===== config.mk =====
export PLATFORM = sky130hd
export DESIGN_NAME = tpbc_timer
export DESIGN_NICKNAME = d
export VERILOG_FILES = /design/src/design/tpbc_pkg.sv /design/src/design/tpbc_timer.sv
export VERILOG_INCLUDE_DIRS = /design/src /design/src/design
export SDC_FILE = /design/constraint.sdc
export NUM_CORES = 1
export LEC_CHECK = 0
export BUFFER_PORTS_ARGS = -buffer_cell sky130_fd_sc_hd__buf_2
export CORE_UTILIZATION = 45
export CTS_BUF_LIST = sky130_fd_sc_hd__clkbuf_8 sky130_fd_sc_hd__clkbuf_16
export DETAILED_ROUTE_END_ITERATION = 6
export GPL_TIMING_DRIVEN = 1
export SYNTH_ARGS = -nofsm -noshare
export SYNTH_HDL_FRONTEND = slang
export SYNTH_SLANG_ARGS = --single-unit

===== constraint.sdc =====
create_clock -name ref_clk -period 3.3 [get_ports ref_clk]
set_input_delay 0.165 -clock ref_clk [delete_from_list [all_inputs] [get_ports ref_clk]]
set_output_delay 0.165 -clock ref_clk [all_outputs]
set_load 0.01 [all_outputs]

===== src/design/tpbc_regs.svh =====
/*
 Register offsets, field positions, reset values and the external-clock prescaler code of the
 four-channel timer with buffered pulse-width pairs.
 Assumes inclusion by bare name from the timer module.
*/
// Behaviour
// Channel 0 buffer bit links pair 01
// Channel 2 buffer bit links pair 23
// First set initially; second write takes next period
// Each wrap selects last written value set
// Second channel control unused, pin released
// Software avoids writing active value set
// Software: stop, reset, period, width, control, run
// Mode pair 01 unbuffered, 10 buffered
// Level pair 10 clears, 11 sets
// Software never toggles on compare in PWM
// Buffer bit overrides unbuffered mode bit
// No wrap toggle gives 0% duty
// Full duty force with no toggle 100%
// Wrap flag at limit; request only if enabled
// Channel flag on event; request if enabled
// Wait keeps running, registers blocked, requests wake
// Stop halts, keeps all state; code stops only counter and prescaler, captures and flag setting still act
// Break freezes counter
// Break without clear enable protects flags
// Break with clear enable, clears stick
// Prescale all ones selects external clock
// External clock at most bus over 2
// External pin input when selected, else port
// Each channel capture or compare independently
// Codes 0 to 6 divide 1 to 64
// Counter reset clears counter, prescaler, self-clears
// Counter at limit wraps to zero next tick
// Per-pair last-written flag sampled at wrap
// Stop with reset holds counter at zero
`ifndef TPBC_REGS_SVH
`define TPBC_REGS_SVH
`define TPBC_ADDR_W        5
`define TPBC_A_CTRL        5'h00
`define TPBC_A_CNT         5'h01
`define TPBC_A_LIMIT       5'h02
`define TPBC_A_CHCTL0      5'h04
`define TPBC_A_CHVAL0      5'h08
`define TPBC_A_PIN         5'h0C
`define TPBC_F_PS_LO       0
`define TPBC_F_RST         4
`define TPBC_F_HALT        5
`define TPBC_F_WIE         6
`define TPBC_F_WFLAG       7
`define TPBC_F_MAX         0
`define TPBC_F_TOV         1
`define TPBC_F_ELSA        2
`define TPBC_F_ELSB        3
`define TPBC_F_MSA         4
`define TPBC_F_MSB         5
`define TPBC_F_CIE         6
`define TPBC_F_CFLAG       7
`define TPBC_PS_EXT        3'h7
`define TPBC_LIMIT_RST     16'hFFFF
`define TPBC_CTRL_RST      8'h20
`endif


===== src/design/tpbc_pkg.sv =====
/*
 Types of the timer block.
 Assumes the register header sits beside it.
*/
package tpbc_pkg;
    typedef logic [15:0] tpbc_word_t;
    typedef logic [7:0]  tpbc_byte_t;
endpackage : tpbc_pkg


===== src/design/tpbc_timer.sv =====
/*
 Four-channel timer: counter with prescaler or external clock, compare and
 capture channels, buffered PWM pairs, wrap and channel flags.
 Assumes a plain register port on ref_clk and pins sampled from outside.
*/
`timescale 1ns/1ns
`default_nettype none
`include "tpbc_regs.svh"
module tpbc_timer #(
    parameter int NCH = 4
) (
    input  wire logic                ref_clk,
    input  wire logic                rst_n,
    input  wire logic [4:0]          addr,
    input  wire tpbc_pkg::tpbc_word_t wdata,
    input  wire logic                wr_stb,
    input  wire logic                rd_stb,
    output logic     [15:0]          rdata,
    input  wire logic                wait_mode,
    input  wire logic                stop_mode,
    input  wire logic                break_state,
    input  wire logic                break_clear_enable,
    input  wire logic                ext_count_clock_pin,
    input  wire logic [3:0]          ch_pin_in,
    output logic     [3:0]           ch_pin_out,
    output logic     [3:0]           ch_pin_oe,
    output logic                     ext_clk_selected,
    output logic                     irq_req
);
    import tpbc_pkg::*;

    initial begin
        if (NCH != 4) $error("NCH must be 4");
    end

    // ----------------------------------------
    // Registers
    // ----------------------------------------
    tpbc_byte_t ctrl_r;
    tpbc_word_t cnt_r;
    tpbc_word_t limit_r;
    tpbc_byte_t chctl_r [4];
    tpbc_word_t chval_r [4];
    logic [1:0] last_wr_r;
    logic [1:0] active_r;
    logic [5:0] pre_r;
    logic [1:0] ext_sync_r;
    logic       ext_prev_r;
    logic [3:0] pin_s1_r;
    logic [3:0] pin_s2_r;
    logic [3:0] pin_prev_r;
    logic       wflag_armed_r;
    logic [3:0] cflag_armed_r;
    logic [3:0] out_r;
    logic [15:0] rdata_r;

    // ----------------------------------------
    // Decode helpers
    // ----------------------------------------
    function automatic logic is_buffered(input logic [1:0] ch, input tpbc_byte_t c0,
                                         input tpbc_byte_t c2);
        is_buffered = (ch < 2'd2) ? c0[`TPBC_F_MSB] : c2[`TPBC_F_MSB];
    endfunction : is_buffered

    function automatic logic is_compare(input tpbc_byte_t c);
        is_compare = c[`TPBC_F_MSB] | c[`TPBC_F_MSA];
    endfunction : is_compare

    // Wait blocks register access
    logic wr_ok;
    logic rd_ok;
    assign wr_ok = wr_stb & ~wait_mode;
    assign rd_ok = rd_stb & ~wait_mode;

    // ----------------------------------------
    // Counter clock
    // ----------------------------------------
    logic [2:0] ps;
    logic       tick;
    logic       run;
    logic       ext_sel;
    logic       pre_tick;
    logic       wrap;
    assign ps      = ctrl_r[2:0];
    assign ext_sel = (ps == `TPBC_PS_EXT);
    // Halt, stop and break freeze the counter
    assign run     = ~ctrl_r[`TPBC_F_HALT] & ~stop_mode & ~break_state;
    always_comb begin
        unique case (ps)
            3'h0: pre_tick = 1'b1;
            3'h1: pre_tick = (pre_r[0] == 1'b1);
            3'h2: pre_tick = (pre_r[1:0] == 2'h3);
            3'h3: pre_tick = (pre_r[2:0] == 3'h7);
            3'h4: pre_tick = (pre_r[3:0] == 4'hF);
            3'h5: pre_tick = (pre_r[4:0] == 5'h1F);
            3'h6: pre_tick = (pre_r == 6'h3F);
            default: pre_tick = ext_sync_r[1] & ~ext_prev_r;
        endcase
    end
    assign tick = run & pre_tick;
    assign wrap = tick & (cnt_r == limit_r);
    // Count the tick moves to; compare acts as the counter reaches the width
    tpbc_word_t cnt_nxt;
    assign cnt_nxt = wrap ? 16'h0000 : cnt_r + 16'h0001;

    logic rst_req;
    assign rst_req = wr_ok & (addr == `TPBC_A_CTRL) & wdata[`TPBC_F_RST];

    always_ff @(posedge ref_clk) begin
        if (!rst_n) begin
            ext_sync_r <= 2'b00;
            ext_prev_r <= 1'b0;
        end else begin
            ext_sync_r <= {ext_sync_r[0], ext_count_clock_pin};
            ext_prev_r <= ext_sync_r[1];
        end
    end

    always_ff @(posedge ref_clk) begin
        if (!rst_n) begin
            pre_r <= 6'h00;
            cnt_r <= 16'h0000;
        end else if (rst_req) begin
            pre_r <= 6'h00;
            cnt_r <= 16'h0000;
        end else begin
            if (run) pre_r <= pre_r + 6'h01;
            if (wrap) cnt_r <= 16'h0000;
            else if (tick) cnt_r <= cnt_r + 16'h0001;
        end
    end

    // ----------------------------------------
    // Timer control and limit
    // ----------------------------------------
    logic ctrl_rd;
    assign ctrl_rd = rd_ok & (addr == `TPBC_A_CTRL);
    logic clr_allow;
    assign clr_allow = ~break_state | break_clear_enable;

    always_ff @(posedge ref_clk) begin
        if (!rst_n) begin
            ctrl_r        <= `TPBC_CTRL_RST;
            wflag_armed_r <= 1'b0;
        end else begin
            if (wr_ok && addr == `TPBC_A_CTRL) begin
                ctrl_r[6:0]         <= wdata[6:0];
                ctrl_r[`TPBC_F_RST] <= 1'b0;
            end
            if (ctrl_rd && ctrl_r[`TPBC_F_WFLAG] && clr_allow) wflag_armed_r <= 1'b1;
            if (wrap) begin
                ctrl_r[`TPBC_F_WFLAG] <= 1'b1;
                wflag_armed_r         <= 1'b0;
            end else if (wr_ok && addr == `TPBC_A_CTRL && !wdata[`TPBC_F_WFLAG]
                         && wflag_armed_r && clr_allow) begin
                ctrl_r[`TPBC_F_WFLAG] <= 1'b0;
                wflag_armed_r         <= 1'b0;
            end
        end
    end

    always_ff @(posedge ref_clk) begin
        if (!rst_n) limit_r <= `TPBC_LIMIT_RST;
        else if (wr_ok && addr == `TPBC_A_LIMIT) limit_r <= wdata;
    end

    // ----------------------------------------
    // Buffered pair selection
    // ----------------------------------------
    genvar p;
    generate
        for (p = 0; p < 2; p++) begin : g_pair
            always_ff @(posedge ref_clk) begin
                if (!rst_n) begin
                    last_wr_r[p] <= 1'b0;
                    active_r[p]  <= 1'b0;
                end else begin
                    if (wr_ok && addr == `TPBC_A_CHVAL0 + 5'(2 * p)) last_wr_r[p] <= 1'b0;
                    if (wr_ok && addr == `TPBC_A_CHVAL0 + 5'(2 * p + 1)) last_wr_r[p] <= 1'b1;
                    if (!chctl_r[2 * p][`TPBC_F_MSB]) active_r[p] <= 1'b0;
                    else if (wrap) active_r[p] <= last_wr_r[p];
                end
            end
        end
    endgenerate

    // ----------------------------------------
    // Channels
    // ----------------------------------------
    logic [3:0] cmp_hit;
    logic [3:0] cap_hit;
    logic [3:0] chrd;
    genvar c;
    generate
        for (c = 0; c < 4; c++) begin : g_ch
            localparam int PR = c / 2;
            localparam bit SEC = (c % 2) == 1;
            logic linked_sec;
            logic els_a;
            logic els_b;
            logic edge_hit;
            tpbc_word_t width;
            assign linked_sec = SEC && chctl_r[c - (c % 2)][`TPBC_F_MSB];
            assign els_a = chctl_r[c][`TPBC_F_ELSA];
            assign els_b = chctl_r[c][`TPBC_F_ELSB];
            assign width = (!SEC && chctl_r[c][`TPBC_F_MSB] && active_r[PR])
                           ? chval_r[c + 1] : chval_r[c];
            assign cmp_hit[c] = !linked_sec && is_compare(chctl_r[c]) && (els_a | els_b)
                                && tick && (cnt_nxt == width);
            assign edge_hit = (els_a & pin_s2_r[c] & ~pin_prev_r[c])
                            | (els_b & ~pin_s2_r[c] & pin_prev_r[c]);
            assign cap_hit[c] = !linked_sec && !is_compare(chctl_r[c]) && edge_hit;
            assign chrd[c] = rd_ok && addr == `TPBC_A_CHCTL0 + 5'(c);

            always_ff @(posedge ref_clk) begin
                if (!rst_n) begin
                    chctl_r[c]       <= 8'h00;
                    cflag_armed_r[c] <= 1'b0;
                end else begin
                    if (wr_ok && addr == `TPBC_A_CHCTL0 + 5'(c) && !linked_sec) begin
                        chctl_r[c][6:0] <= SEC ? {1'b0, wdata[5] & 1'b0, wdata[4:0]} | {2'b00, 5'h00}
                                               : wdata[6:0];
                        if (SEC) chctl_r[c][6] <= wdata[6];
                    end
                    if (chrd[c] && chctl_r[c][`TPBC_F_CFLAG] && clr_allow) cflag_armed_r[c] <= 1'b1;
                    if (cmp_hit[c] || cap_hit[c]) begin
                        chctl_r[c][`TPBC_F_CFLAG] <= 1'b1;
                        cflag_armed_r[c]          <= 1'b0;
                    end else if (wr_ok && addr == `TPBC_A_CHCTL0 + 5'(c) && !linked_sec
                                 && !wdata[`TPBC_F_CFLAG] && cflag_armed_r[c] && clr_allow) begin
                        chctl_r[c][`TPBC_F_CFLAG] <= 1'b0;
                        cflag_armed_r[c]          <= 1'b0;
                    end
                end
            end

            always_ff @(posedge ref_clk) begin
                if (!rst_n) chval_r[c] <= 16'h0000;
                else if (cap_hit[c]) chval_r[c] <= cnt_r;
                else if (wr_ok && addr == `TPBC_A_CHVAL0 + 5'(c)) chval_r[c] <= wdata;
            end

            // Pin level: wrap toggles when TOV is set, compare applies level select
            always_ff @(posedge ref_clk) begin
                if (!rst_n) out_r[c] <= 1'b0;
                else if (!is_compare(chctl_r[c]) || linked_sec) out_r[c] <= 1'b0;
                else if (chctl_r[c][`TPBC_F_MAX] && !chctl_r[c][`TPBC_F_TOV]) begin
                    out_r[c] <= ~els_a;
                end else if (cmp_hit[c]) begin
                    unique case ({els_b, els_a})
                        2'b10:   out_r[c] <= 1'b0;
                        2'b11:   out_r[c] <= 1'b1;
                        default: out_r[c] <= ~out_r[c];
                    endcase
                end else if (wrap && chctl_r[c][`TPBC_F_TOV]) begin
                    out_r[c] <= ~out_r[c];
                end
            end

            always_ff @(posedge ref_clk) begin
                if (!rst_n) ch_pin_oe[c] <= 1'b0;
                else ch_pin_oe[c] <= !linked_sec && is_compare(chctl_r[c]) && (els_a | els_b);
            end
        end
    endgenerate

    assign ch_pin_out = out_r;

    // ----------------------------------------
    // Pin sampling
    // ----------------------------------------
    always_ff @(posedge ref_clk) begin
        if (!rst_n) begin
            pin_s1_r   <= 4'h0;
            pin_s2_r   <= 4'h0;
            pin_prev_r <= 4'h0;
        end else begin
            pin_s1_r   <= ch_pin_in;
            pin_s2_r   <= pin_s1_r;
            pin_prev_r <= pin_s2_r;
        end
    end

    // ----------------------------------------
    // Requests and status outputs
    // ----------------------------------------
    logic [3:0] ch_req;
    always_comb begin
        for (int i = 0; i < 4; i++) begin
            ch_req[i] = chctl_r[i][`TPBC_F_CFLAG] & chctl_r[i][`TPBC_F_CIE];
        end
    end

    always_ff @(posedge ref_clk) begin
        if (!rst_n) begin
            irq_req          <= 1'b0;
            ext_clk_selected <= 1'b0;
        end else begin
            irq_req <= (ctrl_r[`TPBC_F_WFLAG] & ctrl_r[`TPBC_F_WIE]) | (|ch_req);
            ext_clk_selected <= ext_sel;
        end
    end

    // ----------------------------------------
    // Read port
    // ----------------------------------------
    always_ff @(posedge ref_clk) begin
        if (!rst_n) rdata_r <= 16'h0000;
        else if (rd_ok) begin
            if (addr == `TPBC_A_CTRL) rdata_r <= {8'h00, ctrl_r & 8'hEF};
            else if (addr == `TPBC_A_CNT) rdata_r <= cnt_r;
            else if (addr == `TPBC_A_LIMIT) rdata_r <= limit_r;
            else if (addr >= `TPBC_A_CHCTL0 && addr < `TPBC_A_CHCTL0 + 5'h04)
                rdata_r <= {8'h00, chctl_r[2'(addr - `TPBC_A_CHCTL0)]};
            else if (addr >= `TPBC_A_CHVAL0 && addr < `TPBC_A_CHVAL0 + 5'h04)
                rdata_r <= chval_r[2'(addr - `TPBC_A_CHVAL0)];
            else if (addr == `TPBC_A_PIN) rdata_r <= {12'h000, out_r};
            else rdata_r <= 16'h0000;
        end else rdata_r <= 16'h0000;
    end
    assign rdata = rdata_r;
endmodule : tpbc_timer
`default_nettype wire


==> run metrics, run 1 <==
status=completed; dominant combinational cell family by area after synthesis=simple AND/OR/NAND/NOR gates; Arrival @ worst endpoint=3.38 ns; final hold violation count=0; fraction of final layout cells with drive strength greater than 1=21.3%; average vias per placed instance=6.38; hold path start=wdata[10]; die outline width=161 µm; initial cell density of the core=46.3%; clk buf depth=2; core box area=24600 µm²; setup violators final=0; Critical Path Fanout Max=8; areal power density over the cells=393 nW/µm²; Worst IR Drop VDD=0.271 mV; gpl congestion=0.999; critical register-to-register path endpoint=chctl_r[0][7]$_SDFFCE_PP0P_; Net Count, Synth=1188; chip height=161 µm; post-DR wirelength/cell=25.9 µm; portion of the post-synthesis area used by sequential elements=41.5%; top cell types by occurrence after synthesis=nand2_1, dfxtp_1, edfxtp_1, nor2_1, a22o_1; netlist area before placement=11400 µm²; post-layout util=54.2%; fillers=2249; area of the multi-input gates=6340 µm²; top cell type's share of synthesized area=24.8%; most common cell in the netlist=nand2_1; flops & latches, synth=189; kind of path behind the tightest hold check=input pin to register; top routing layer used=met4; number of nets in the finished design=1295; Slew @ Worst Pin=0.940 ns; vias after detailed routing=10.2k; detailed-route wire length=41300 µm; source-to-sink clock delay at the later pin of the worst-skew pair=0.45 ns; basic-gate share of the synthesized area counting and, or, nand and nor cells=20.7%; Adder-Cell Fraction of Synth Area=0.439%; per-instance average area after synthesis=9.91 µm²; placement row count=57; Final ANT Viol Nets=0; Top FF cell, synth=dfxtp_1; required time of the critical path=3.47 ns; global-route wire length before repair=60800 µm; met2 wire length=17800 µm; pin count of the biggest net entering global routing=44; WL met1=18000 µm; Pre-Repair DR Iteration Count=6; Post-synth ARST share=0%; Peak Freq=0.311 GHz; number of global-route vias before repair=9298; Setup CP Type=register to register; Worst Reg-to-Reg Cells=14; number of DRC violations after detailed routing=0; Clock Pin Slew Worst Setup and Hold Paths=0.09 ns; number of H-tree levels=4; Post-Synth XOR/XNOR Area=7.66%; length of routed met3 wiring=4620 µm; worst hold slack=0.0241 ns; Post-Place Cell Area=12500 µm²; CTS sink count=189; post-synthesis cell count=1150; area added between synthesis and finish=17.1%; Starting DRT DRC Count=1186; startpoint class of the critical path=register; total routing usage reported by global routing=32.0%; number of synthesis warnings=0; initial antenna violation count=3; Die Outline Area=26000 µm²; CTS Buf Count=17; Power Total=5.24 mW; I/O pin count=60; worst clock skew=0.0170 ns; compound-gate portion of the synthesized area=17.5%; kind of end point of the critical path=register; start point of the critical path=pre_r[1]$_SDFFE_PP0P_; cell area after layout=13300 µm²; Reg2Reg Setup Slack=0.08 ns; post-synth cell types=83; global-route congestion overflow total=0; Root Buffer=clkbuf_16; Setup WS post-layout=0.0830 ns; area leader, netlist=edfxtp_1; HPWL after detailed placement=29900 µm; leakage power total=5.12 nW; Hold Crit Endpoint=limit_r[10]$_SDFFE_PN1P_; top cells by area, synth=edfxtp_1, dfxtp_1, a22o_1; crit path time final=3.22 ns; source of the worst register-to-register timing path=pre_r[1]$_SDFFE_PP0P_; relative slew slack=36.8%; input/output buffers=59; multiplexer share of the synthesized area=8.30%; fin crit share=97.5%; pre-CTS worst setup slack=-0.00237 ns; number of pins exceeding their max-slew limit in the final report=0; Hold Crit Depth=3; CTS tree=done; number of maximum-capacitance violations=0; count of flip-flops with a built-in enable after synthesis=94; register area=4730 µm²
repair_timing:
action | CTS | global route
pin swaps | 0 | 10
resized for setup | 1 | 18
hold buffers | 5 | 0
hold endpoints to repair | 5 | 0
setup endpoints to repair | 1 | 11
setup buffers | 0 | 2
cells in the final DEF (no fill, tap or decap), types with 7 or more instances in the layout:
master	synthesis	layout
nand2b_1	15	15
inv_1	14	14
nor4_1	11	10
edfxtp_1	94	94
nor4b_1	8	8
a22o_1	64	64
nand2_1	107	107
mux4_2	23	23
nand3b_1	11	11
a22oi_1	12	12
buf_4	4	102
o22ai_1	9	9
nand4_1	17	17
dfxtp_1	95	94
o21ai_0	37	35
xnor2_1	37	36
a211oi_1	15	15
a222oi_1	15	15
and3_1	20	20
a31oi_1	14	14
mux2i_1	36	36
nand3_1	44	43
xor2_1	35	34
nor2b_1	14	14
buf_2	29	59
a21oi_1	46	45
and2_1	42	42
and4_1	7	7
nor3_1	20	18
clkbuf_16	0	17
nor2_1	90	90
worst max path at each step:
stage / slack [ns] / cells after the start / endpoint
floorplan: 0.25 / 14 / chctl_r[1][7]$_SDFFCE_PP0P_
global placement: 0.04 / 14 / chctl_r[0][7]$_SDFFCE_PP0P_
global route: -0.04 / 14 / chctl_r[3][7]$_SDFFCE_PP0P_
CTS: 0.02 / 14 / chctl_r[0][7]$_SDFFCE_PP0P_
finish: 0.08 / 14 / chctl_r[0][7]$_SDFFCE_PP0P_
detailed placement: -0.002 / 14 / chctl_r[0][7]$_SDFFCE_PP0P_
per-stage QoR:
stage	setup TNS, ns	instances
5_1_grt	-0.125	1594
3_5_place_dp	-0.00237	1554
4_1_cts	0	1591
6_report	0	1596
2_1_floorplan	0	1150
3_3_place_gp	0	1554
report_power, final:
part           internal, mW  leakage, nW  total (mW)  switching (mW)
clock                  1.05        0.297        2.18            1.14
sequential             2.52         1.73        2.59          0.0687
combinational         0.175         3.10       0.458           0.283
total                  3.75         5.12        5.24            1.49
cell families (layout without fill, tap and decap cells):
family,after synthesis,in the layout
simple gates,441,441
compound gates,268,268
flops,189,189
buf+inv,99,219
xor+xnor,84,84
mux,65,65
fa+ha+maj,4,4
other cells,0,2
worst max-delay path: stages, from the launching register on:
cell      delay [ns]
dfxtp_1         0.34
ha_4            0.16
nand3_2         0.08
inv_1           0.05
ha_1            0.17
mux2_4          0.25
o31a_1          0.36
o221ai_4        0.18
buf_6           0.20
o21ai_2         0.07
mux2_4          0.27
o211a_1         0.23
nor3b_2         0.23
nand4_1         0.19
nand3_1         0.14
registers in the layout (all words and copies together), names as in the netlist:
register and cells:
pin_s1_r 4, ch_pin_out 4, rdata 16, chval_r 64, ext_clk_selected 1, ext_prev_r 1, cflag_armed_r 4, wflag_armed_r 1
ch_pin_oe 4, pin_prev_r 4, ctrl_r 7, active_r 2, pre_r 6, irq_req 1, ext_sync_r 2, last_wr_r 2
limit_r 16, cnt_r 16, pin_s2_r 4, chctl_r 30
cell type report:
class / count / area share (%)
Antenna cell: 2 / 0.0375
Clock buffer: 17 / 3.19
Clock inverter: 15 / 1.40
Inverter: 16 / 0.450
Multi-Input combinational cell: 862 / 47.5
Sequential cell: 189 / 35.4
Tap cell: 324 / 3.04
Timing Repair Buffer: 171 / 8.91
metal layers:
layer	global-route usage [%]	vias to the layer above
met5	0	-
met4	9.01	0
met3	7.70	54
met2	46.5	587
met1	46.9	4980
li1	-	4557
Power figures use the tool's default switching activity.
==> run 2, diff against run 1 <==
ABC_AREA = 1   (was default)
CORE_ASPECT_RATIO = 0.7   (was default)
==> run 2 against run 1 <==
  * Via count up 1.5%
  * Clock power about the same
  * Final cell count increased by 12%
  * Largest power group unchanged
==> run metrics, run 2 <==
status=completed (unchanged); initial antenna violation count=0 (was 3); portion of the post-synthesis area used by sequential elements=45.4% (was 41.5%); count of flip-flops with a built-in enable after synthesis=94 (unchanged); pin count of the biggest net entering global routing=61 (was 44); Clock Pin Slew Worst Setup and Hold Paths=0.08 ns (was 0.09 ns); dpl cells=1737 (was 1554); worst clock skew=0.0110 ns (was 0.0170 ns); HPWL after detailed placement=30000 µm (was 29900 µm); fraction of final layout cells with drive strength greater than 1=12.8% (was 21.3%); vias after detailed routing=10.3k (was 10.2k); CTS tree=done (unchanged); final hold violation count=0 (unchanged); Arrival @ worst endpoint=3.23 ns (was 3.38 ns); Post-Layout Cell Count=1781 (was 1596); number of instances resized during post-cts repair=0 (was 1); final sum of negative setup slack=0 ns (unchanged); total routing usage reported by global routing=34.3% (was 32.0%); Post-Place Cell Area=11300 µm² (was 12500 µm²); unrepaired setup endpoints after global routing=false; Top cell by count, worst path=nand2_1 (was mux2_4); top cell types by occurrence after synthesis=nand2_1, inv_1, nor2_1, dfxtp_1, edfxtp_1 (was nand2_1, dfxtp_1, edfxtp_1, nor2_1, a22o_1); die outline width=184 µm (was 161 µm); number of pins exceeding their max-slew limit in the final report=0 (unchanged); Peak Freq=0.326 GHz (was 0.311 GHz); critical path, cell by cell=ha_1 -> nand3_1 -> inv_1 -> ha_1 -> nand2_1 -> nand3_1 -> nand2_1 -> nand2_1 -> nand2_1 -> nor2_2 -> nand2_2 -> buf_12 -> nand2_1 -> a21oi_1 -> nand3_1 -> nor2_2 -> nand3_2 -> nand4_1 (was ha_4 -> nand3_2 -> inv_1 -> ha_1 -> mux2_4 -> o31a_1 -> o221ai_4 -> buf_6 -> o21ai_2 -> mux2_4 -> o211a_1 -> nor3b_2 -> nand4_1 -> nand3_1); placement row count=46 (was 57); crit path time final=3.06 ns (was 3.22 ns); Slew @ Worst Pin=0.963 ns (was 0.940 ns); average vias per placed instance=5.80 (was 6.38); post-synthesis cell count=1362 (was 1150); core box area=22700 µm² (was 24600 µm²); number of synthesis warnings=0 (unchanged); Post-synth ARST share=0% (unchanged); commonest cells after routing, fill and taps aside=nand2_1, inv_1, nor2_1, dfxtp_1, edfxtp_1 (was nand2_1, buf_4, dfxtp_1, edfxtp_1, nor2_1); post-synth cell types=49 (was 83); number of global-route vias before repair=9229 (was 9298); netlist area before placement=10400 µm² (was 11400 µm²); areal power density over the cells=432 nW/µm² (was 393 nW/µm²); commonest non-fill, non-tap cell in the layout=nand2_1 (unchanged); number of buffers and inverters on the critical path=2 (unchanged); number of nets in the finished design=1494 (was 1295); number of diodes added for antenna fixing=0 (was 2); top cells by area, synth=edfxtp_1, dfxtp_1, nand2_1 (was edfxtp_1, dfxtp_1, a22o_1); top cell type's share of synthesized area=27.1% (was 24.8%); CTS Buf Count=17 (unchanged); most common cell in the netlist=nand2_1 (unchanged); Setup CP Type=register to register (unchanged); per-instance average area after synthesis=7.64 µm² (was 9.91 µm²); gpl congestion=1.04 (was 0.999); number of flip-flops under the largest register name=64 (unchanged); post-DR wirelength/cell=22.3 µm (was 25.9 µm); CTS sink count=189 (unchanged); Starting DRT DRC Count=1562 (was 1186); kind of end point of the critical path=register (unchanged); global-route wire length before repair=58800 µm (was 60800 µm); detailed-route wire length=39700 µm (was 41300 µm); flops & latches, synth=189 (unchanged); biggest registers after layout=chval_r (64), chctl_r (30) (unchanged); chip height=129 µm (was 161 µm); Worst IR Drop VDD=0.372 mV (was 0.271 mV); Net Count, Synth=1400 (was 1188); input/output buffers=59 (unchanged); initial cell density of the core=45.9% (was 46.3%); source-to-sink clock delay at the later pin of the worst-skew pair=0.46 ns (was 0.45 ns); fin crit share=92.9% (was 97.5%); global-route congestion overflow total=0 (unchanged); number of buffers added for setup after CTS=0 (unchanged); area added between synthesis and finish=15.4% (was 17.1%); leakage power total=5.12 nW (about the same); number of buffers inserted for hold repair after clock tree synthesis=12 (was 5); largest register by flop count=chval_r (unchanged); setup violators final=0 (unchanged); Top FF cell, synth=dfxtp_1 (unchanged); clk buf depth=2 (unchanged); Die Outline Area=23700 µm² (was 26000 µm²); area leader, netlist=edfxtp_1 (unchanged); slowest cell on the critical path=dfxtp_1 (was o31a_1); cell area after layout=12000 µm² (was 13300 µm²); Max stage delay on crit path=0.35 ns (was 0.36 ns); number of H-tree levels=4 (unchanged); startpoint class of the critical path=register (unchanged); CP top delay family=simple AND/OR/NAND/NOR gates (was compound AO/OA/AOI/OAI gates); kind of path behind the tightest hold check=input pin to register (unchanged); number of maximum-capacitance violations=0 (unchanged); Pre-Repair DR Iteration Count=6 (unchanged); I/O pin count=60 (unchanged); Critical Path Fanout Max=60 (was 8); number of DRC violations after detailed routing=0 (unchanged); Final ANT Viol Nets=0 (unchanged); required time of the critical path=3.46 ns (was 3.47 ns); relative slew slack=34.1% (was 36.8%); worst hold slack=0.0186 ns (was 0.0241 ns); Root Buffer=clkbuf_16 (unchanged)
==> run 2: changes by cell type after synthesis, sizes merged, moves of 34 or more <==
cell   change
and2      -41
o22ai     +60
nand2    +206
nand3     +34
o21ai     +53
nor2      +45
a22o      -63
inv      +178
==> run 2: final cells by class <==
| cell class | count | area, µm² |
|---|---|---|
| flip-flops and latches | 189 | 4720 |
| inverters | 198 | 743 |
| clock inverters | 15 | 185 |
| well taps | 312 | 390 |
| clock buffers | 17 | 425 |
| fillers | 2250 | 10700 |
| repair buffers | 127 | 848 |
| multi-input cells | 923 | 4690 |
==> run 2: through the flow <==
| step | util (%) | power (mW) | worst slack [ns] |
|---|---|---|---|
| 6_report | 52.9 | 5.18 | 0.235 |
| 3_3_place_gp | 49.7 | 3.05 | 0.374 |
| 3_5_place_dp | 49.7 | 3.04 | 0.336 |
| 4_1_cts | 52.9 | 5.17 | 0.322 |
| 2_1_floorplan | - | 2.84 | 0.762 |
| 5_1_grt | 52.9 | 5.31 | 0.0265 |
==> run 2: path summary, 6_finish.rpt <==
kind                                             start                           to  slack (ns)  depth (start not counted)
worst max-delay path             pre_r[0]$_SDFFE_PP0P_  chctl_r[3][7]$_SDFFCE_PP0P_        0.24                         18
worst min-delay path                         stop_mode        pre_r[1]$_SDFFE_PP0P_        0.02                          4
worst max register to register   pre_r[0]$_SDFFE_PP0P_  chctl_r[3][7]$_SDFFCE_PP0P_        0.24                         18
worst min register to register  pin_s1_r[0]$_SDFF_PN0_       pin_s2_r[0]$_SDFF_PN0_        0.41                          2
==> run 2: routing by layer <==
metal  vias to the layer above  global-route usage [%]  part of all wire [%]
met4                         0                    7.65                   1.4
met3                        49                    13.9                    16
li1                       4786                       -                     -
met5                         -                       0                     0
met2                       727                    43.4                    36
met1                      4764                    52.7                    46
==> run 2: kinds of logic (layout without fill, tap and decap cells) <==
logic type               Yosys count  count (layout)  synth area share, %
XOR/XNOR                          36              36                 3.18
AO/OA/AOI/OAI                    305             305                 17.7
AND/OR/NAND/NOR                  574             574                 23.4
adder cells (fa/ha/maj)            4               4                0.481
buffers and inverters            250             357                 9.52
flip-flops                       189             189                 45.4
multiplexers                       4               4                0.385
==> run 2: power by group <==
group | switching (mW) | leakage [nW] | internal [mW] | total (mW)
registers | 0.0541 | 1.73 | 2.53 | 2.58
logic | 0.311 | 3.09 | 0.132 | 0.443
clock network | 1.12 | 0.294 | 1.04 | 2.16
==> run 2: worst register-to-register path, cell delays in order, from the launching register on <==
cell and delay (ns):
dfxtp_1 0.35, ha_1 0.24, nand3_1 0.11, inv_1 0.05
ha_1 0.16, nand2_1 0.06, nand3_1 0.07, nand2_1 0.06
nand2_1 0.04, nand2_1 0.06, nor2_2 0.04, nand2_2 0.09
buf_12 0.26, nand2_1 0.27, a21oi_1 0.23, nand3_1 0.20
nor2_2 0.18, nand3_2 0.15, nand4_1 0.14
==> run 3, diff against run 2 <==
CORE_MARGIN = 2   (was default)
CORE_UTILIZATION = 55   (was 45)
PLACE_DENSITY = 0.76   (was default)
==> run 3 against run 2 <==
  * The flow now finishes with violations (DRC)
  * Combinational power decreased by 4%
  * Sequential power about the same
  * Die area decreased by 16%
  * Routed wire length decreased by 7.9%
  * Flip-flop and latch count stayed put
  * Critical path depth fell by 1
  * Final cell count fell by 4.7%
  * Sequential share of layout area rose by 0.56 points
  * Largest power group unchanged
  * First-iteration DRC count up 24%
==> run metrics, run 3 (same netlist as run 2, synthesis figures left out) <==
status=finished, violations left (was completed); violated checks=DRC; critical path, cell by cell=ha_1 -> nand3_1 -> inv_1 -> ha_1 -> nand2_1 -> nand3_1 -> nand2_1 -> nand2_1 -> nand2_1 -> nor2_2 -> buf_4 -> nand4_1 -> a21oi_1 -> nand3_1 -> nor2_2 -> nand3_2 -> nand4_1 (was ha_1 -> nand3_1 -> inv_1 -> ha_1 -> nand2_1 -> nand3_1 -> nand2_1 -> nand2_1 -> nand2_1 -> nor2_2 -> nand2_2 -> buf_12 -> nand2_1 -> a21oi_1 -> nand3_1 -> nor2_2 -> nand3_2 -> nand4_1); I/O pin count=60 (unchanged); average vias per placed instance=6.18 (was 5.80); kind of path behind the tightest hold check=input pin to register (unchanged); core box area=18700 µm² (was 22700 µm²); Setup CP Type=register to register (unchanged); area added between synthesis and finish=13.8% (was 15.4%); post-DR wirelength/cell=21.6 µm (was 22.3 µm); kind of end point of the critical path=register (unchanged); Pre-Repair DR Iteration Count=7 (was 6); critical register-to-register path endpoint=chctl_r[3][7]$_SDFFCE_PP0P_ (unchanged); Slew @ Worst Pin=1.10 ns (was 0.963 ns); areal power density over the cells=441 nW/µm² (was 432 nW/µm²); relative slew slack=26.2% (was 34.1%); Reg2Reg Setup Slack=0.23 ns (was 0.24 ns); Peak Freq=0.325 GHz (was 0.326 GHz); global-route congestion overflow total=0 (unchanged); number of instances resized during post-cts repair=0 (unchanged); clk buf depth=2 (unchanged); number of pins exceeding their max-slew limit in the final report=0 (unchanged); setup violators final=0 (unchanged); largest register by flop count=chval_r (unchanged); unrepaired setup endpoints after global routing=false (unchanged); commonest non-fill, non-tap cell in the layout=nand2_1 (unchanged); gpl congestion=1.05 (was 1.04); final sum of negative setup slack=0 ns (unchanged); post-layout util=63.3% (was 52.9%); HPWL after detailed placement=27100 µm (was 30000 µm); Arrival @ worst endpoint=3.22 ns (was 3.23 ns); worst hold slack=0.0237 ns (was 0.0186 ns); Top cell by count, worst path=nand2_1 (unchanged); pre-CTS worst setup slack=0.310 ns (was 0.336 ns); Clock Pin Slew Worst Setup and Hold Paths=0.08 ns (about the same); number of diodes added for antenna fixing=0 (unchanged); number of buffers added for setup after CTS=0 (unchanged); CTS Buf Count=17 (unchanged); global-route wire length before repair=54100 µm (was 58800 µm); detailed-route wire length=36600 µm (was 39700 µm); Starting DRT DRC Count=1942 (was 1562); placement row count=42 (was 46); number of flip-flops under the largest register name=64 (unchanged); Final ANT Viol Nets=0 (unchanged); Power Total=5.22 mW (was 5.18 mW); Root Buffer=clkbuf_16 (unchanged); source of the worst register-to-register timing path=pre_r[0]$_SDFFE_PP0P_ (unchanged); startpoint class of the critical path=register (unchanged); Critical Path Fanout Max=13 (was 60); Worst IR Drop VDD=0.364 mV (was 0.372 mV); input/output buffers=59 (unchanged); Hold Crit Endpoint=pre_r[1]$_SDFFE_PP0P_ (unchanged); biggest registers after layout=chval_r (64), chctl_r (30) (unchanged); Worst Reg-to-Reg Cells=17 (was 18); vias after detailed routing=10.5k (was 10.3k); number of nets in the finished design=1480 (was 1494); number of global-route vias before repair=9114 (was 9229); worst clock skew=0.0120 ns (was 0.0110 ns); CTS tree=done (unchanged); Setup WS post-layout=0.225 ns (was 0.235 ns); chip height=119 µm (was 129 µm); die outline width=168 µm (was 184 µm); final hold violation count=0 (unchanged); leakage power total=5.07 nW (was 5.12 nW); Max stage delay on crit path=0.40 ns (was 0.35 ns); Hold Crit Depth=4 (unchanged); source-to-sink clock delay at the later pin of the worst-skew pair=0.44 ns (was 0.46 ns); number of DRC violations after detailed routing=16 (was 0); fraction of final layout cells with drive strength greater than 1=12.0% (was 12.8%); fin crit share=93.2% (was 92.9%); slowest cell on the critical path=dfxtp_1 (unchanged); pin count of the biggest net entering global routing=61 (unchanged); required time of the critical path=3.45 ns (was 3.46 ns); commonest cells after routing, fill and taps aside=nand2_1, inv_1, nor2_1, dfxtp_1, edfxtp_1 (unchanged); number of maximum-capacitance violations=0 (unchanged); hold path start=stop_mode (unchanged); fillers=1644 (was 2250); number of H-tree levels=4 (unchanged); crit path time final=3.07 ns (was 3.06 ns); CTS sink count=189 (unchanged); initial cell density of the core=55.6% (was 45.9%); initial antenna violation count=0 (unchanged); Die Outline Area=20000 µm² (was 23700 µm²); total routing usage reported by global routing=36.2% (was 34.3%)
## run 3: cell count changes in the layout (fill, tap and decap cells not counted)
| cell | previous run | this run |
|---|---|---|
| buf_12 | 1 | 2 |
| buf_4 | 55 | 42 |
| bufinv_16 | 0 | 2 |
| clkinv_2 | 0 | 1 |
| clkinv_4 | 1 | 0 |
| dlygate4sd3_1 | 12 | 10 |
| inv_1 | 186 | 187 |
| inv_12 | 2 | 0 |
| inv_8 | 4 | 3 |
## run 3: layer usage
metal / routed length (µm) / track usage, % / vias up
met1: 15200 / 54.3 / 4771
met2: 13700 / 45.6 / 876
met5: 0 / 0 / -
met4: 845 / 8.51 / 0
li1: - / - / 4757
met3: 6860 / 18.1 / 79
## run 3: worst max-delay path by stage
stage / endpoint / depth (start not counted) / startpoint
floorplan: chctl_r[2][7]$_SDFFCE_PN0P_ / 20 / pre_r[0]$_SDFFE_PP0P_
global placement: chctl_r[2][7]$_SDFFCE_PN0P_ / 22 / pre_r[0]$_SDFFE_PP0P_
detailed placement: chctl_r[2][7]$_SDFFCE_PN0P_ / 22 / pre_r[0]$_SDFFE_PP0P_
CTS: chctl_r[2][7]$_SDFFCE_PN0P_ / 22 / pre_r[0]$_SDFFE_PP0P_
global route: chctl_r[1][7]$_SDFFCE_PP0P_ / 20 / pre_r[0]$_SDFFE_PP0P_
finish: chctl_r[3][7]$_SDFFCE_PP0P_ / 17 / pre_r[0]$_SDFFE_PP0P_
## run 3: area by class of cell
cell class | instances | area (µm²) | share of cell area, %
clock buffers | 17 | 425 | 3.59
clock inverters | 15 | 201 | 1.70
inverters | 198 | 743 | 6.28
multi-input cells | 923 | 4690 | 39.6
flip-flops and latches | 189 | 4720 | 39.9
well taps | 242 | 303 | 2.56
repair buffers | 113 | 751 | 6.34
## run 3: stage by stage
| step | area (µm²) | cells |
|---|---|---|
| after global routing | 11800 | 1697 |
| final | 11800 | 1697 |
| after CTS | 11800 | 1697 |
| after floorplan | 10400 | 1362 |
| after global placement | 11100 | 1655 |
| after detailed placement | 11100 | 1655 |
## run 3: repair_timing
| item | in CTS | in global routing |
|---|---|---|
| hold endpoints to repair | 10 | 0 |
| hold buffers | 10 | 0 |
| setup endpoints to repair | 0 | 0 |
## run 3: critical path, delay by kind of cell, from the launching register on
kind            cells  cell delay (ns)
buf+inv             2             0.34
compound gates      1             0.27
simple gates       12             1.43
fa+ha+maj           2             0.34
flops               1             0.40
## run 3: report_power, final
group          internal [mW]  switching, mW  leakage (nW)
registers               2.53         0.0559          1.73
clock network           1.16           1.05         0.306
logic                  0.126          0.298          3.03
